[src/core/mfs_pkg.sv]
// Constants and types shared by the fault supervisor modules
package mfs_pkg;
  // ---------------------------------------------------------------
  // Clock and timing
  // ---------------------------------------------------------------
  localparam int CLK_PERIOD_NS = 10;
  localparam int PG_DELAY_US = 250;
  localparam int PG_DELAY_CYC = (PG_DELAY_US * 1000) / CLK_PERIOD_NS;
  localparam int PG_CNT_W = 15;
  localparam int SWITCH_PERIOD_NS = 1200;
  localparam int SWITCH_PERIOD_CYC = SWITCH_PERIOD_NS / CLK_PERIOD_NS;
  localparam logic [7:0] SLOT_FOUR_CYC = 8'(SWITCH_PERIOD_CYC / 4);
  localparam logic [7:0] SLOT_THREE_CYC = 8'(SWITCH_PERIOD_CYC / 3);
  localparam logic [7:0] SLOT_TWO_CYC = 8'(SWITCH_PERIOD_CYC / 2);
  // ---------------------------------------------------------------
  // Analog thresholds, held for reference by the comparators
  // ---------------------------------------------------------------
  localparam int UVLO_ON_MV = 9000;
  localparam int UVLO_OFF_MV = 8000;
  localparam int COMP_RELEASE_MV = 600;
  localparam int PG_UPPER_OFFSET_MV = 80;
  localparam logic [4:0] REF_OFFSET_MV = 5'h14;
  // ---------------------------------------------------------------
  // Codes, widths and reset values
  // ---------------------------------------------------------------
  localparam int CODE_W = 6;
  localparam logic [4:0] SHUTDOWN_CODE_TOP = 5'h1f;
  localparam logic [5:0] RST_REF_CODE = 6'h00;
  localparam int SYNC_W = 25;
  localparam logic [3:0] EN_FOUR = 4'hf;
  localparam logic [3:0] EN_THREE = 4'h7;
  localparam logic [3:0] EN_TWO = 4'ha;
  // Phase count taken from the strapping
  typedef enum logic [2:0] {
    NPH_FOUR = 3'b001,
    NPH_THREE = 3'b010,
    NPH_TWO = 3'b100
  } mfs_nph_t;
  // Supervisor states
  typedef enum logic [3:0] {
    ST_LOCKOUT = 4'b0001,
    ST_SOFTSTART = 4'b0010,
    ST_RUN = 4'b0100,
    ST_HALT = 4'b1000
  } mfs_state_t;
endpackage : mfs_pkg

[src/core/mfs_phase_if.sv]
// Interface between the supervisor and the phase sequencer
`timescale 1ns/1ps
`default_nettype none
interface mfs_phase_if;
  import mfs_pkg::*;
  mfs_nph_t cfg;
  logic [3:0] slot_start;
  modport seq (input cfg, output slot_start);
  modport ctl (output cfg, input slot_start);
endinterface : mfs_phase_if
`default_nettype wire

[src/core/mfs_top.sv]
// Multi-phase fault supervisor and start-up sequencer
// Function
// - Power-good drops after range fault persists the full 250 us; overvoltage or lockout drops it at once.
// - Output counts in range between half target and target plus 80 mV.
// - Gates stay low until supply reaches 9 V, off again below 8 V.
// - Gates stay low until the error amplifier reaches 0.6 V.
// - Per-phase pulse limit ends only that phase's present pulse.
// - Averaged current over limit latches a fault until power cycles.
// - Code 11111X stops switching until a valid code returns.
// - Six-bit code sets the target, reference 20 mV below nominal.
// - Phase spacing adjusts itself to the enabled phase count.
// - Four phases fire in sequence 90 degrees apart.
// - Phase four strapped to supply gives phases 1-2-3 at 120 degrees.
// - Phases one and three grounded leaves phases two and four.
// - Faults stop switching, discharge soft-start, drop driver enable; overvoltage keeps driver enable high.
// - Sense out of range forces power-good low only; overvoltage also stops switching.
// - After overvoltage, gates stay off and latch holds until power-on.
`timescale 1ns/1ps
`default_nettype none
module mfs_top #(
  parameter int PG_DELAY_CYC = mfs_pkg::PG_DELAY_CYC
) (
  input wire logic sys_clk_in,
  input wire logic nrst_in,
  input wire logic supply_above_on_in,
  input wire logic supply_below_off_in,
  input wire logic comp_above_release_in,
  input wire logic window_sense_above_low_in,
  input wire logic window_sense_below_high_in,
  input wire logic overvoltage_trip_in,
  input wire logic enable_in,
  input wire logic average_current_limit_ref_exceeded_in,
  input wire logic reference_undervoltage_in,
  input wire logic phase_four_sense_strap_in,
  input wire logic phase_one_three_sense_ground_in,
  input wire logic [mfs_pkg::CODE_W-1:0] voltage_select_code_in,
  input wire logic [3:0] modulator_request_in,
  input wire logic [3:0] phase_pulse_limit_in,
  output logic [3:0] phase_gate_output_out,
  output logic driver_enable_out,
  output logic output_in_range_flag_out,
  output logic soft_start_discharge_out,
  output logic fault_latched_out,
  output logic shutdown_code_out,
  output logic [3:0] active_phases_out,
  output logic [mfs_pkg::CODE_W-1:0] reference_code_out,
  output logic [4:0] reference_offset_mv_out
);
  import mfs_pkg::*;

  // ---------------------------------------------------------------
  // Reset release and input synchronisers
  // ---------------------------------------------------------------
  logic [1:0] rst_ff_q;
  logic rst_n;
  logic [SYNC_W-1:0] raw, meta_q, sync_q;

  // Reset is released through two flip-flops
  always_ff @(posedge sys_clk_in or negedge nrst_in) begin
    if (!nrst_in) begin
      rst_ff_q <= 2'h0;
    end else begin
      rst_ff_q <= {rst_ff_q[0], 1'b1};
    end
  end
  assign rst_n = rst_ff_q[1];

  assign raw = {supply_above_on_in, supply_below_off_in,
                comp_above_release_in, window_sense_above_low_in,
                window_sense_below_high_in, overvoltage_trip_in, enable_in,
                average_current_limit_ref_exceeded_in,
                reference_undervoltage_in, phase_four_sense_strap_in,
                phase_one_three_sense_ground_in, voltage_select_code_in,
                modulator_request_in, phase_pulse_limit_in};

  // Two flip-flops per comparator bit
  genvar gi;
  generate
    for (gi = 0; gi < SYNC_W; gi++) begin : g_sync
      always_ff @(posedge sys_clk_in or negedge rst_n) begin
        if (!rst_n) begin
          meta_q[gi] <= 1'b0;
          sync_q[gi] <= 1'b0;
        end else begin
          meta_q[gi] <= raw[gi];
          sync_q[gi] <= meta_q[gi];
        end
      end
    end
  endgenerate

  logic vcc_on_s, vcc_off_s, comp_ok_s, win_lo_s, win_hi_s, ovp_s, en_s;
  logic avg_oc_s, vref_uv_s, strap4_s, strap13_s;
  logic [CODE_W-1:0] code_s;
  logic [3:0] pwm_s, plim_s;
  assign {vcc_on_s, vcc_off_s, comp_ok_s, win_lo_s, win_hi_s, ovp_s, en_s,
          avg_oc_s, vref_uv_s, strap4_s, strap13_s, code_s, pwm_s,
          plim_s} = sync_q;

  // ---------------------------------------------------------------
  // Lockout, latched faults and shutdown code
  // ---------------------------------------------------------------
  logic uvlo_ok_q, ovp_lat_q, oc_lat_q, vref_lat_q;
  logic code_fault, latched, stop;

  // Hysteretic lockout between the two supply thresholds
  always_ff @(posedge sys_clk_in or negedge rst_n) begin
    if (!rst_n) begin
      uvlo_ok_q <= 1'b0;
    end else if (vcc_off_s) begin
      uvlo_ok_q <= 1'b0;
    end else if (vcc_on_s) begin
      uvlo_ok_q <= 1'b1;
    end
  end

  // Latched faults clear only by power-on reset
  always_ff @(posedge sys_clk_in or negedge rst_n) begin
    if (!rst_n) begin
      ovp_lat_q <= 1'b0;
      oc_lat_q <= 1'b0;
      vref_lat_q <= 1'b0;
    end else if (uvlo_ok_q) begin
      ovp_lat_q <= ovp_lat_q | ovp_s;
      oc_lat_q <= oc_lat_q | avg_oc_s;
      vref_lat_q <= vref_lat_q | vref_uv_s;
    end
  end

  assign code_fault = (code_s[CODE_W-1:1] == SHUTDOWN_CODE_TOP);
  assign latched = ovp_lat_q | oc_lat_q | vref_lat_q;
  assign stop = latched | code_fault | !en_s;

  // Last valid code becomes the regulation reference
  always_ff @(posedge sys_clk_in or negedge rst_n) begin
    if (!rst_n) begin
      reference_code_out <= RST_REF_CODE;
      reference_offset_mv_out <= REF_OFFSET_MV;
    end else begin
      if (!code_fault) begin
        reference_code_out <= code_s;
      end
      reference_offset_mv_out <= REF_OFFSET_MV;
    end
  end

  // ---------------------------------------------------------------
  // Supervisor state machine
  // ---------------------------------------------------------------
  mfs_state_t state_q;

  always_ff @(posedge sys_clk_in or negedge rst_n) begin
    if (!rst_n) begin
      state_q <= ST_LOCKOUT;
    end else if (!uvlo_ok_q) begin
      state_q <= ST_LOCKOUT;
    end else begin
      case (state_q)
        ST_LOCKOUT: begin
          state_q <= stop ? ST_HALT : ST_SOFTSTART;
        end
        ST_SOFTSTART: begin
          if (stop) begin
            state_q <= ST_HALT;
          end else if (comp_ok_s) begin
            state_q <= ST_RUN;
          end
        end
        ST_RUN: begin
          if (stop) begin
            state_q <= ST_HALT;
          end
        end
        ST_HALT: begin
          if (!stop) begin
            state_q <= ST_SOFTSTART;
          end
        end
        default: begin
          state_q <= ST_LOCKOUT;
        end
      endcase
    end
  end

  // ---------------------------------------------------------------
  // Phase count strapping
  // ---------------------------------------------------------------
  mfs_phase_if ph_bus ();
  mfs_nph_t cfg_q;
  logic strap_taken_q;
  logic [3:0] phase_en;

  // Straps taken once when the lockout first releases
  always_ff @(posedge sys_clk_in or negedge rst_n) begin
    if (!rst_n) begin
      cfg_q <= NPH_FOUR;
      strap_taken_q <= 1'b0;
    end else if (uvlo_ok_q && !strap_taken_q) begin
      strap_taken_q <= 1'b1;
      if (strap13_s) begin
        cfg_q <= NPH_TWO;
      end else if (strap4_s) begin
        cfg_q <= NPH_THREE;
      end else begin
        cfg_q <= NPH_FOUR;
      end
    end
  end
  assign ph_bus.cfg = cfg_q;

  always_comb begin
    case (cfg_q)
      NPH_THREE: phase_en = EN_THREE;
      NPH_TWO: phase_en = EN_TWO;
      default: phase_en = EN_FOUR;
    endcase
  end

  mfs_phase_seq u_seq (
    .clk_in (sys_clk_in),
    .rst_n_in (rst_n),
    .bus (ph_bus.seq)
  );

  // ---------------------------------------------------------------
  // Gate outputs
  // ---------------------------------------------------------------
  logic run;
  assign run = uvlo_ok_q && (state_q == ST_RUN) && !stop;

  generate
    for (gi = 0; gi < 4; gi++) begin : g_gate
      // Pulse opens at its slot, ends with the modulator or the limit
      always_ff @(posedge sys_clk_in or negedge rst_n) begin
        if (!rst_n) begin
          phase_gate_output_out[gi] <= 1'b0;
        end else if (!run || !phase_en[gi] || plim_s[gi]) begin
          phase_gate_output_out[gi] <= 1'b0;
        end else if (ph_bus.slot_start[gi]) begin
          phase_gate_output_out[gi] <= pwm_s[gi];
        end else if (!pwm_s[gi]) begin
          phase_gate_output_out[gi] <= 1'b0;
        end
      end
    end
  endgenerate

  // ---------------------------------------------------------------
  // Status outputs
  // ---------------------------------------------------------------
  always_ff @(posedge sys_clk_in or negedge rst_n) begin
    if (!rst_n) begin
      driver_enable_out <= 1'b0;
      soft_start_discharge_out <= 1'b1;
      fault_latched_out <= 1'b0;
      shutdown_code_out <= 1'b0;
      active_phases_out <= 4'h0;
    end else begin
      driver_enable_out <= uvlo_ok_q & (ovp_lat_q | !stop);
      soft_start_discharge_out <= !uvlo_ok_q | stop;
      fault_latched_out <= latched;
      shutdown_code_out <= code_fault;
      active_phases_out <= strap_taken_q ? phase_en : 4'h0;
    end
  end

  // Window comparators feed the persistence filter
  mfs_pg_filter #(
    .DELAY_CYC (PG_DELAY_CYC)
  ) u_pg (
    .clk_in (sys_clk_in),
    .rst_n_in (rst_n),
    .bad_in (!(win_lo_s && win_hi_s)),
    .force_low_in (ovp_s | ovp_lat_q),
    .allow_in (uvlo_ok_q),
    .pg_out (output_in_range_flag_out)
  );

  // ---------------------------------------------------------------
  // Checks
  // ---------------------------------------------------------------
  property p_lockout_gates;
    @(posedge sys_clk_in) disable iff (!rst_n)
      !uvlo_ok_q |=> (phase_gate_output_out == 4'h0);
  endproperty
  a_lockout_gates: assert property (p_lockout_gates)
    else $error("gate active during supply lockout");
  property p_softstart_gates;
    @(posedge sys_clk_in) disable iff (!rst_n)
      (phase_gate_output_out != 4'h0) |-> $past(state_q) == ST_RUN;
  endproperty
  a_softstart_gates: assert property (p_softstart_gates)
    else $error("gate active before soft-start release");
  property p_pulse_limit;
    @(posedge sys_clk_in) disable iff (!rst_n)
      (plim_s != 4'h0) |=> ((phase_gate_output_out & $past(plim_s)) == 4'h0);
  endproperty
  a_pulse_limit: assert property (p_pulse_limit)
    else $error("limited phase kept its pulse");
  property p_oc_latch;
    @(posedge sys_clk_in) disable iff (!rst_n)
      (avg_oc_s && uvlo_ok_q) |=> ##1 fault_latched_out ##1 fault_latched_out;
  endproperty
  a_oc_latch: assert property (p_oc_latch)
    else $error("over-current did not latch");
  property p_code_stop;
    @(posedge sys_clk_in) disable iff (!rst_n)
      code_fault |=> (phase_gate_output_out == 4'h0) && soft_start_discharge_out;
  endproperty
  a_code_stop: assert property (p_code_stop)
    else $error("shutdown code did not stop switching");
  property p_ovp_driver;
    @(posedge sys_clk_in) disable iff (!rst_n)
      (ovp_lat_q && uvlo_ok_q) |=> driver_enable_out && !$rose(state_q[2]);
  endproperty
  a_ovp_driver: assert property (p_ovp_driver)
    else $error("driver enable dropped on overvoltage");
  property p_ovp_pg;
    @(posedge sys_clk_in) disable iff (!rst_n)
      ovp_s |=> !output_in_range_flag_out;
  endproperty
  a_ovp_pg: assert property (p_ovp_pg)
    else $error("power-good high during overvoltage");
  property p_ovp_hold;
    @(posedge sys_clk_in) disable iff (!rst_n)
      ovp_lat_q |=> ovp_lat_q && (phase_gate_output_out == 4'h0);
  endproperty
  a_ovp_hold: assert property (p_ovp_hold)
    else $error("overvoltage latch released or gate on");
  property p_strap_hold;
    @(posedge sys_clk_in) disable iff (!rst_n)
      strap_taken_q |=> $stable(cfg_q);
  endproperty
  a_strap_hold: assert property (p_strap_hold)
    else $error("phase configuration changed after sampling");
endmodule : mfs_top
`default_nettype wire

[src/core/mfs_phase_seq.sv]
// Phase firing sequencer with automatic even spacing
`timescale 1ns/1ps
`default_nettype none
module mfs_phase_seq (
  input wire logic clk_in,
  input wire logic rst_n_in,
  mfs_phase_if.seq bus
);
  import mfs_pkg::*;
  logic [7:0] slot_cnt_q;
  logic [1:0] idx_q;
  logic [7:0] slot_len;
  logic [1:0] last_idx;
  logic [3:0] start_d;
  logic [3:0] start_q;

  // Slot length and count follow the phase count
  always_comb begin
    case (bus.cfg)
      NPH_THREE: begin
        slot_len = SLOT_THREE_CYC;
        last_idx = 2'h2;
      end
      NPH_TWO: begin
        slot_len = SLOT_TWO_CYC;
        last_idx = 2'h1;
      end
      default: begin
        slot_len = SLOT_FOUR_CYC;
        last_idx = 2'h3;
      end
    endcase
  end

  // Slot timer and slot index
  always_ff @(posedge clk_in or negedge rst_n_in) begin
    if (!rst_n_in) begin
      slot_cnt_q <= 8'h00;
      idx_q <= 2'h0;
    end else if (slot_cnt_q == slot_len - 8'h01) begin
      slot_cnt_q <= 8'h00;
      idx_q <= (idx_q == last_idx) ? 2'h0 : idx_q + 2'h1;
    end else begin
      slot_cnt_q <= slot_cnt_q + 8'h01;
    end
  end

  // Map slot index onto the phase that fires
  always_comb begin
    start_d = 4'h0;
    if (slot_cnt_q == 8'h00) begin
      if (bus.cfg == NPH_TWO) begin
        start_d[{idx_q[0], 1'b1}] = 1'b1;
      end else begin
        start_d[idx_q] = 1'b1;
      end
    end
  end

  always_ff @(posedge clk_in or negedge rst_n_in) begin
    if (!rst_n_in) begin
      start_q <= 4'h0;
    end else begin
      start_q <= start_d;
    end
  end
  assign bus.slot_start = start_q;

  property p_four_spacing;
    @(posedge clk_in) disable iff (!rst_n_in)
      (bus.cfg == NPH_FOUR && start_q[1]) |-> $past(start_q[0], 30);
  endproperty
  a_four_spacing: assert property (p_four_spacing)
    else $error("four-phase spacing is not a quarter period");
endmodule : mfs_phase_seq
`default_nettype wire

[src/core/mfs_pg_filter.sv]
// Power-good persistence filter
`timescale 1ns/1ps
`default_nettype none
module mfs_pg_filter #(
  parameter int DELAY_CYC = mfs_pkg::PG_DELAY_CYC
) (
  input wire logic clk_in,
  input wire logic rst_n_in,
  input wire logic bad_in,
  input wire logic force_low_in,
  input wire logic allow_in,
  output logic pg_out
);
  import mfs_pkg::*;
  localparam logic [PG_CNT_W-1:0] LAST = PG_CNT_W'(DELAY_CYC - 1);
  logic [PG_CNT_W-1:0] cnt_q;
  logic pg_q;

  // Bad must persist the whole delay before the flag drops
  always_ff @(posedge clk_in or negedge rst_n_in) begin
    if (!rst_n_in) begin
      cnt_q <= '0;
      pg_q <= 1'b0;
    end else if (force_low_in || !allow_in) begin
      cnt_q <= '0;
      pg_q <= 1'b0;
    end else if (bad_in) begin
      if (cnt_q == LAST) begin
        pg_q <= 1'b0;
      end else begin
        cnt_q <= cnt_q + 1'b1;
      end
    end else begin
      cnt_q <= '0;
      pg_q <= 1'b1;
    end
  end
  assign pg_out = pg_q;

  property p_no_early_drop;
    @(posedge clk_in) disable iff (!rst_n_in)
      (pg_q && !force_low_in && allow_in && cnt_q != LAST) |=> pg_q;
  endproperty
  a_no_early_drop: assert property (p_no_early_drop)
    else $error("power-good dropped before the delay ran out");

  property p_restart;
    @(posedge clk_in) disable iff (!rst_n_in)
      (!bad_in) |=> (cnt_q == '0);
  endproperty
  a_restart: assert property (p_restart)
    else $error("delay counter did not restart");
endmodule : mfs_pg_filter
`default_nettype wire

[config.mk]
export PLATFORM = sky130hd
export DESIGN_NAME = mfs_top
export DESIGN_NICKNAME = d
export VERILOG_FILES = /design/src/core/mfs_pkg.sv /design/src/core/mfs_phase_if.sv /design/src/core/mfs_top.sv /design/src/core/mfs_phase_seq.sv /design/src/core/mfs_pg_filter.sv
export SDC_FILE = /design/constraint.sdc
export NUM_CORES = 1
export LEC_CHECK = 0
export ABC_AREA = 1
export BUFFER_PORTS_ARGS = -buffer_cell sky130_fd_sc_hd__buf_2
export CAP_MARGIN = 30
export CORE_ASPECT_RATIO = 1.5
export CORE_MARGIN = 4
export CORE_UTILIZATION = 60
export DETAILED_ROUTE_END_ITERATION = 6
export GPL_TIMING_DRIVEN = 0
export HOLD_SLACK_MARGIN = 0.08
export PLACE_DENSITY = 0.84
export SLEW_MARGIN = 20
export SYNTH_ARGS = -nofsm -noshare
export SYNTH_HDL_FRONTEND = slang
export SYNTH_SLANG_ARGS = --single-unit
[constraint.sdc]
create_clock -name sys_clk_in -period 8.78 [get_ports sys_clk_in]
set_input_delay 1.756 -clock sys_clk_in [delete_from_list [all_inputs] [get_ports sys_clk_in]]
set_output_delay 1.756 -clock sys_clk_in [all_outputs]
set_load 0.01 [all_outputs]
=== Yosys cells after proc, flatten, opt, wreduce, memory -nomap -nowiden ===
Index checks and enable logic that the tools add are counted.
W data, S select, Z words.

* Register bits: 112
* Bits of input ports: 27
* Logic and storage cells: 178

* Add/subtract/negate cells: 4
* $lt $le $gt $ge: 4
* Equal/unequal tests: 18
* Muxes and demuxes: 41
* Bitwise logic cells: 10
* Reductions and logical operators: 28

{| class="wikitable"
|+ Operator list
! kind !! number
|-
| $mux W15 || 3
|-
| $mux W4 || 9
|-
| $mux W1 || 19
|-
| $pmux W4 S4 || 1
|-
| $add A15 B1 Y15 const B || 1
|-
| $eq A15 B15 Y1 const B || 1
|-
| $ne A3 B1 Y1 const B || 4
|-
| $pmux W6 S2 || 1
|-
| $logic_not A1 Y1 || 9
|-
| $logic_or A1 B1 Y1 || 9
|-
| $or A1 B1 Y1 || 9
|-
| $add A8 B1 Y8 const B || 1
|-
| $eq A8 B8 Y1 || 1
|-
| $logic_not A8 Y1 || 1
|-
| $mux W8 || 1
|-
| $pmux W4 S2 || 1
|-
| $sub A6 B1 Y7 const B || 1
|-
| $logic_and A1 B1 Y1 || 6
|-
| $lt A2 B3 Y1 const B || 2
|-
| $ne A3 B3 Y1 const B || 2
|-
| $eq A5 B5 Y1 const B || 1
|-
| $eq A4 B1 Y1 const B || 1
|-
| $eq A4 B2 Y1 const B || 1
|-
| $eq A4 B3 Y1 const B || 1
|-
| 17 further kinds || 19
|}

=== Longest topological paths before layout ===
* Depth in word-level cells: 10
* Mapped depth: 10

=== Modules after synthesis ===
From an unflattened synthesis, not the netlist that was laid out.

* Cell total of the unflattened synthesis: 458
* Area total of the unflattened synthesis: 4,510.6 µm²

{| class="wikitable"
|+ Modules (own cells, without submodules)
! module !! instances !! cells each !! area an instance (µm²)
|-
| mfs_top || 1 || 196 || 2,626.3
|-
| mfs_pg_filter || 1 || 150 || 1,024.7
|-
| mfs_phase_seq || 1 || 112 || 859.6
|}

=== Worst setup path after synthesis ===
Ideal clock, no wire load.

* Path type: register to output
* Start point: register active_phases_out[2]
* End point: output port active_phases_out[2]
* Arrival time: 0.539 ns
* Required time: 7.024 ns
* Path slack: 6.485 ns
* Stages on the path, launching flop included: 2
* Buffers on the path: 1
* Cell sequence: dfrtp_1 -> buf_4

{| class="wikitable"
|+ RTL lines
! what !! RTL line !! RTL
|-
| start: declaration || mfs_top.sv:45 || <nowiki>output logic [3:0] active_phases_out,</nowiki>
|-
| start signal: assignment || mfs_top.sv:264 || <nowiki>active_phases_out <= strap_taken_q ? phase_en : 4'h0;</nowiki>
|}

No word-level cell between the ends.

=== Final worst setup path ===
* Start point: register active_phases_out[2]
* End point: output port active_phases_out[2]

No word-level cell between the ends.

==> flow_summary_export.csv <==
group,metric,value,unit
setup_path,cp-end-kind,"primary output",
yosys,yosys-top-cells-count,"108 x dfrtp_1, 54 x nand2_1, 51 x nor2_1",
hold_path,min_path_type,"reg -> reg",
sta,hold_viol_final,0,
die,die_x,77.3,microns
placed_design,hpwl,5410,microns
cts,cts_tree,"built",
sta,setup_tns,0,ps
setup_path,crit_start,"active_phases_out[2]",
global_route,grt_max_degree,58,
yosys,yosys.cell_count.top_type,"dfrtp_1",
placed_design,gp_congestion,0.840,
pwr,switching_share,0.286,
sta,slew_violations,0,
pwr,p_clk_frac,0.291,
cts,ctsHoldBuffers,0,
die,ios,51,
setup_path,r2r_cells,4,
yosys,netlist_top_cells_area,"dfrtp_1 63%, nand2_1 4.7%, nor2_1 4.4%",
cts,cts_setup_buffers,0,
cells_and_area,final_nets,491,
sta,relSlewSlack,0.516,
pwr,switching_power,0.303,mW
pwr,combPwrFrac,0.152,
routing,routed_wl,7520,microns
flow_run,drv_cap,0,
die,dieHeight,112,microns
cts,h-tree-depth,3,
yosys,syn_avg_cell_area,10.9,sq um
cts,clkSinkCount,111,
setup_path,arrival,1040,ps
setup_path,cp.required,7020,ps
cts,clkTransAtPathRegs,100,ps
global_route,grt_overflow,0,
placed_design,portBuffers,45,
cts,cts_root_buffer,"clkbuf_8",
yosys,synth_cells,396,
routing,dr.pass1.iters,4,
cts,clock_path_buffers,2,
yosys,yosysSeqAreaShare,0.643,
setup_path,crit_fanout,2,
yosys,ys_ff_latch,111,
setup_path,critPathLaunchType,"flop",
die,rows,37,
yosys,yosysTopAreaCell,"dfrtp_1",
pwr,p_per_area,216,nW/um^2
yosys,synthFlopType,"dfrtp_1",
routing,final_antenna_net_count,0,
sta,fmax,358,MHz
pwr,ir_drop,0.190,mV
setup_path,crit_path_end,"active_phases_out[2]",
sta,hold-worst-slack,354,ps
yosys,synth_area,4320,sq um
die,dieArea,8660,sq um
sta,finalCriticalPeriod,2790,ps
global_route,grt_pass1_wl,13000,microns
routing,drt_iter0_markers,247,
sta,rsz0062_at_grt,"no",
sta,fin_skew,8.47,ps
yosys,synth.top_cell.area_share,0.625,
cts,clock_latency,370,ps
setup_path,worstReg2RegStart,"u_seq.slot_cnt_q[7]",
cells_and_area,multi_input_area,1280,sq um
cts,cts_resized,0,
cells_and_area,drive_above_1_share,0.251,
routing,wl_per_cell,13.9,microns
yosys,synth_cell_types,40,
pwr,p_int,0.754,mW
cells_and_area,fill_cells,472,
global_route,antenna_found_initial,1,
global_route,grt_pass1_vias,2927,
pwr,pwr-share-seq,0.556,
outcome,outcome,"complete, no violations",
yosys,synth_edf_count,0,
cells_and_area,area_delta_synth_final,13.3,%
setup_path,path_class,"reg -> out",
routing,drc,0,
setup_path,r2r-end,"u_seq.bus.slot_start[1]",
setup_path,ff2ff_setup_slack,7310,ps
cells_and_area,register_area,2790,sq um
sta,worstMarginPinSlew,727,ps
yosys,yosys_warnings,0,
pwr,finalPower,1.06,mW
pwr,p_leak,2.34,nW
die,start_util,0.623,
global_route,grt_use_total,0.193,
routing,num_vias,2837,
routing,vias_per_cell,5.24,
die,core,6940,sq um
yosys,ys_async_sr_fraction,1.00,
sta,finalSetupViolations,0,
cts,cts_buffers,9,
sta,fin_crit_sh,0.318,
how the worst min path moves through the flow:
stage / from / end / depth (start not counted)
after floorplan: meta_q[17] / avg_oc_s / 0
after global placement: meta_q[1] / plim_s[1] / 0
after detailed placement: meta_q[5] / pwm_s[1] / 0
after CTS: meta_q[5] / pwm_s[1] / 0
after global routing: meta_q[24] / vcc_on_s / 0
final: meta_q[24] / vcc_on_s / 0
layer usage:
layer | wire [microns] | vias to the layer above | share of wire | global-route usage
met5 | 0 | - | 0 | 0
met4 | 198 | 0 | 0.026 | 0.112
met3 | 244 | 13 | 0.032 | 0.0291
met2 | 4140 | 60 | 0.55 | 0.337
met1 | 2930 | 1402 | 0.39 | 0.223
li1 | - | 1362 | - | -
power groups by stage:
stage,Combinational [mW],Clock (mW),Sequential [mW]
after floorplan,0.115,0,0.594
after global placement,0.143,0,0.599
after detailed placement,0.157,0,0.597
after CTS,0.161,0.314,0.589
after global routing,0.181,0.333,0.596
final,0.161,0.308,0.588
cell usage in the layout, fill, tap and decap left out, types with 6 or more instances in the layout:
cell | Yosys | layout
ha_1 | 7 | 7
buf_2 | 0 | 45
o21ai_0 | 12 | 12
xor2_1 | 7 | 7
inv_2 | 7 | 7
nor2_1 | 51 | 51
nand2_1 | 54 | 54
nand2_2 | 10 | 10
clkbuf_8 | 0 | 10
a21oi_1 | 12 | 12
buf_4 | 7 | 7
inv_1 | 45 | 45
nand3_1 | 16 | 16
dfrtp_1 | 108 | 107
nor3_1 | 7 | 7
conb_1 | 2 | 6
critical path, stage by stage, from the launching register on:
cell,delay [ps]
dfrtp_1,400
buf_4,130
buf_2,130
kinds of logic (layout without fill, tap and decap cells):
| kind of cell | Yosys count | after routing | synth area share |
|---|---|---|---|
| AND/OR/NAND/NOR | 166 | 166 | 0.195 |
| adder cells (fa/ha/maj) | 7 | 7 | 0.0203 |
| XOR/XNOR | 8 | 8 | 0.0162 |
| AO/OA/AOI/OAI | 40 | 40 | 0.0596 |
| other | 2 | 7 | 0.00174 |
| buffers and inverters | 62 | 124 | 0.0634 |
| flip-flops | 111 | 111 | 0.643 |
final cells by class:
class,count,share of cell area
flip-flops and latches,111,0.568
multi-input cells,227,0.262
repair buffers,46,0.0516
inverters,53,0.0406
clock buffers,10,0.0281
well taps,78,0.0199
plain buffers,9,0.0153
clock inverters,6,0.0138
diodes,1,0.000511
metrics by stage:
| stage | cells | setup slack [ps] | util | cell area [sq um] |
|---|---|---|---|---|
| 5_1_grt | 541 | 5960 | 0.706 | 4900 |
| 3_5_place_dp | 524 | 6390 | 0.676 | 4690 |
| 3_3_place_gp | 523 | 4590 | 0.671 | 4660 |
| 2_1_floorplan | 400 | 5460 | - | 4340 |
| 4_1_cts | 540 | 5970 | 0.705 | 4900 |
| 6_report | 541 | 5990 | 0.706 | 4900 |
state kept, by name, summed over array words and instances (netlist names), 2 cells and up:
name	flops
active_phases_out	3
cfg_q	3
code_s	6
meta_q	25
phase_gate_output_out	4
plim_s	4
pwm_s	4
reference_code_out	6
rst_ff_q	2
state_q	4
u_pg.cnt_q	15
u_seq.bus.slot_start	4
u_seq.idx_q	2
u_seq.slot_cnt_q	8
No activity file was read; power rests on OpenSTA's default activity.
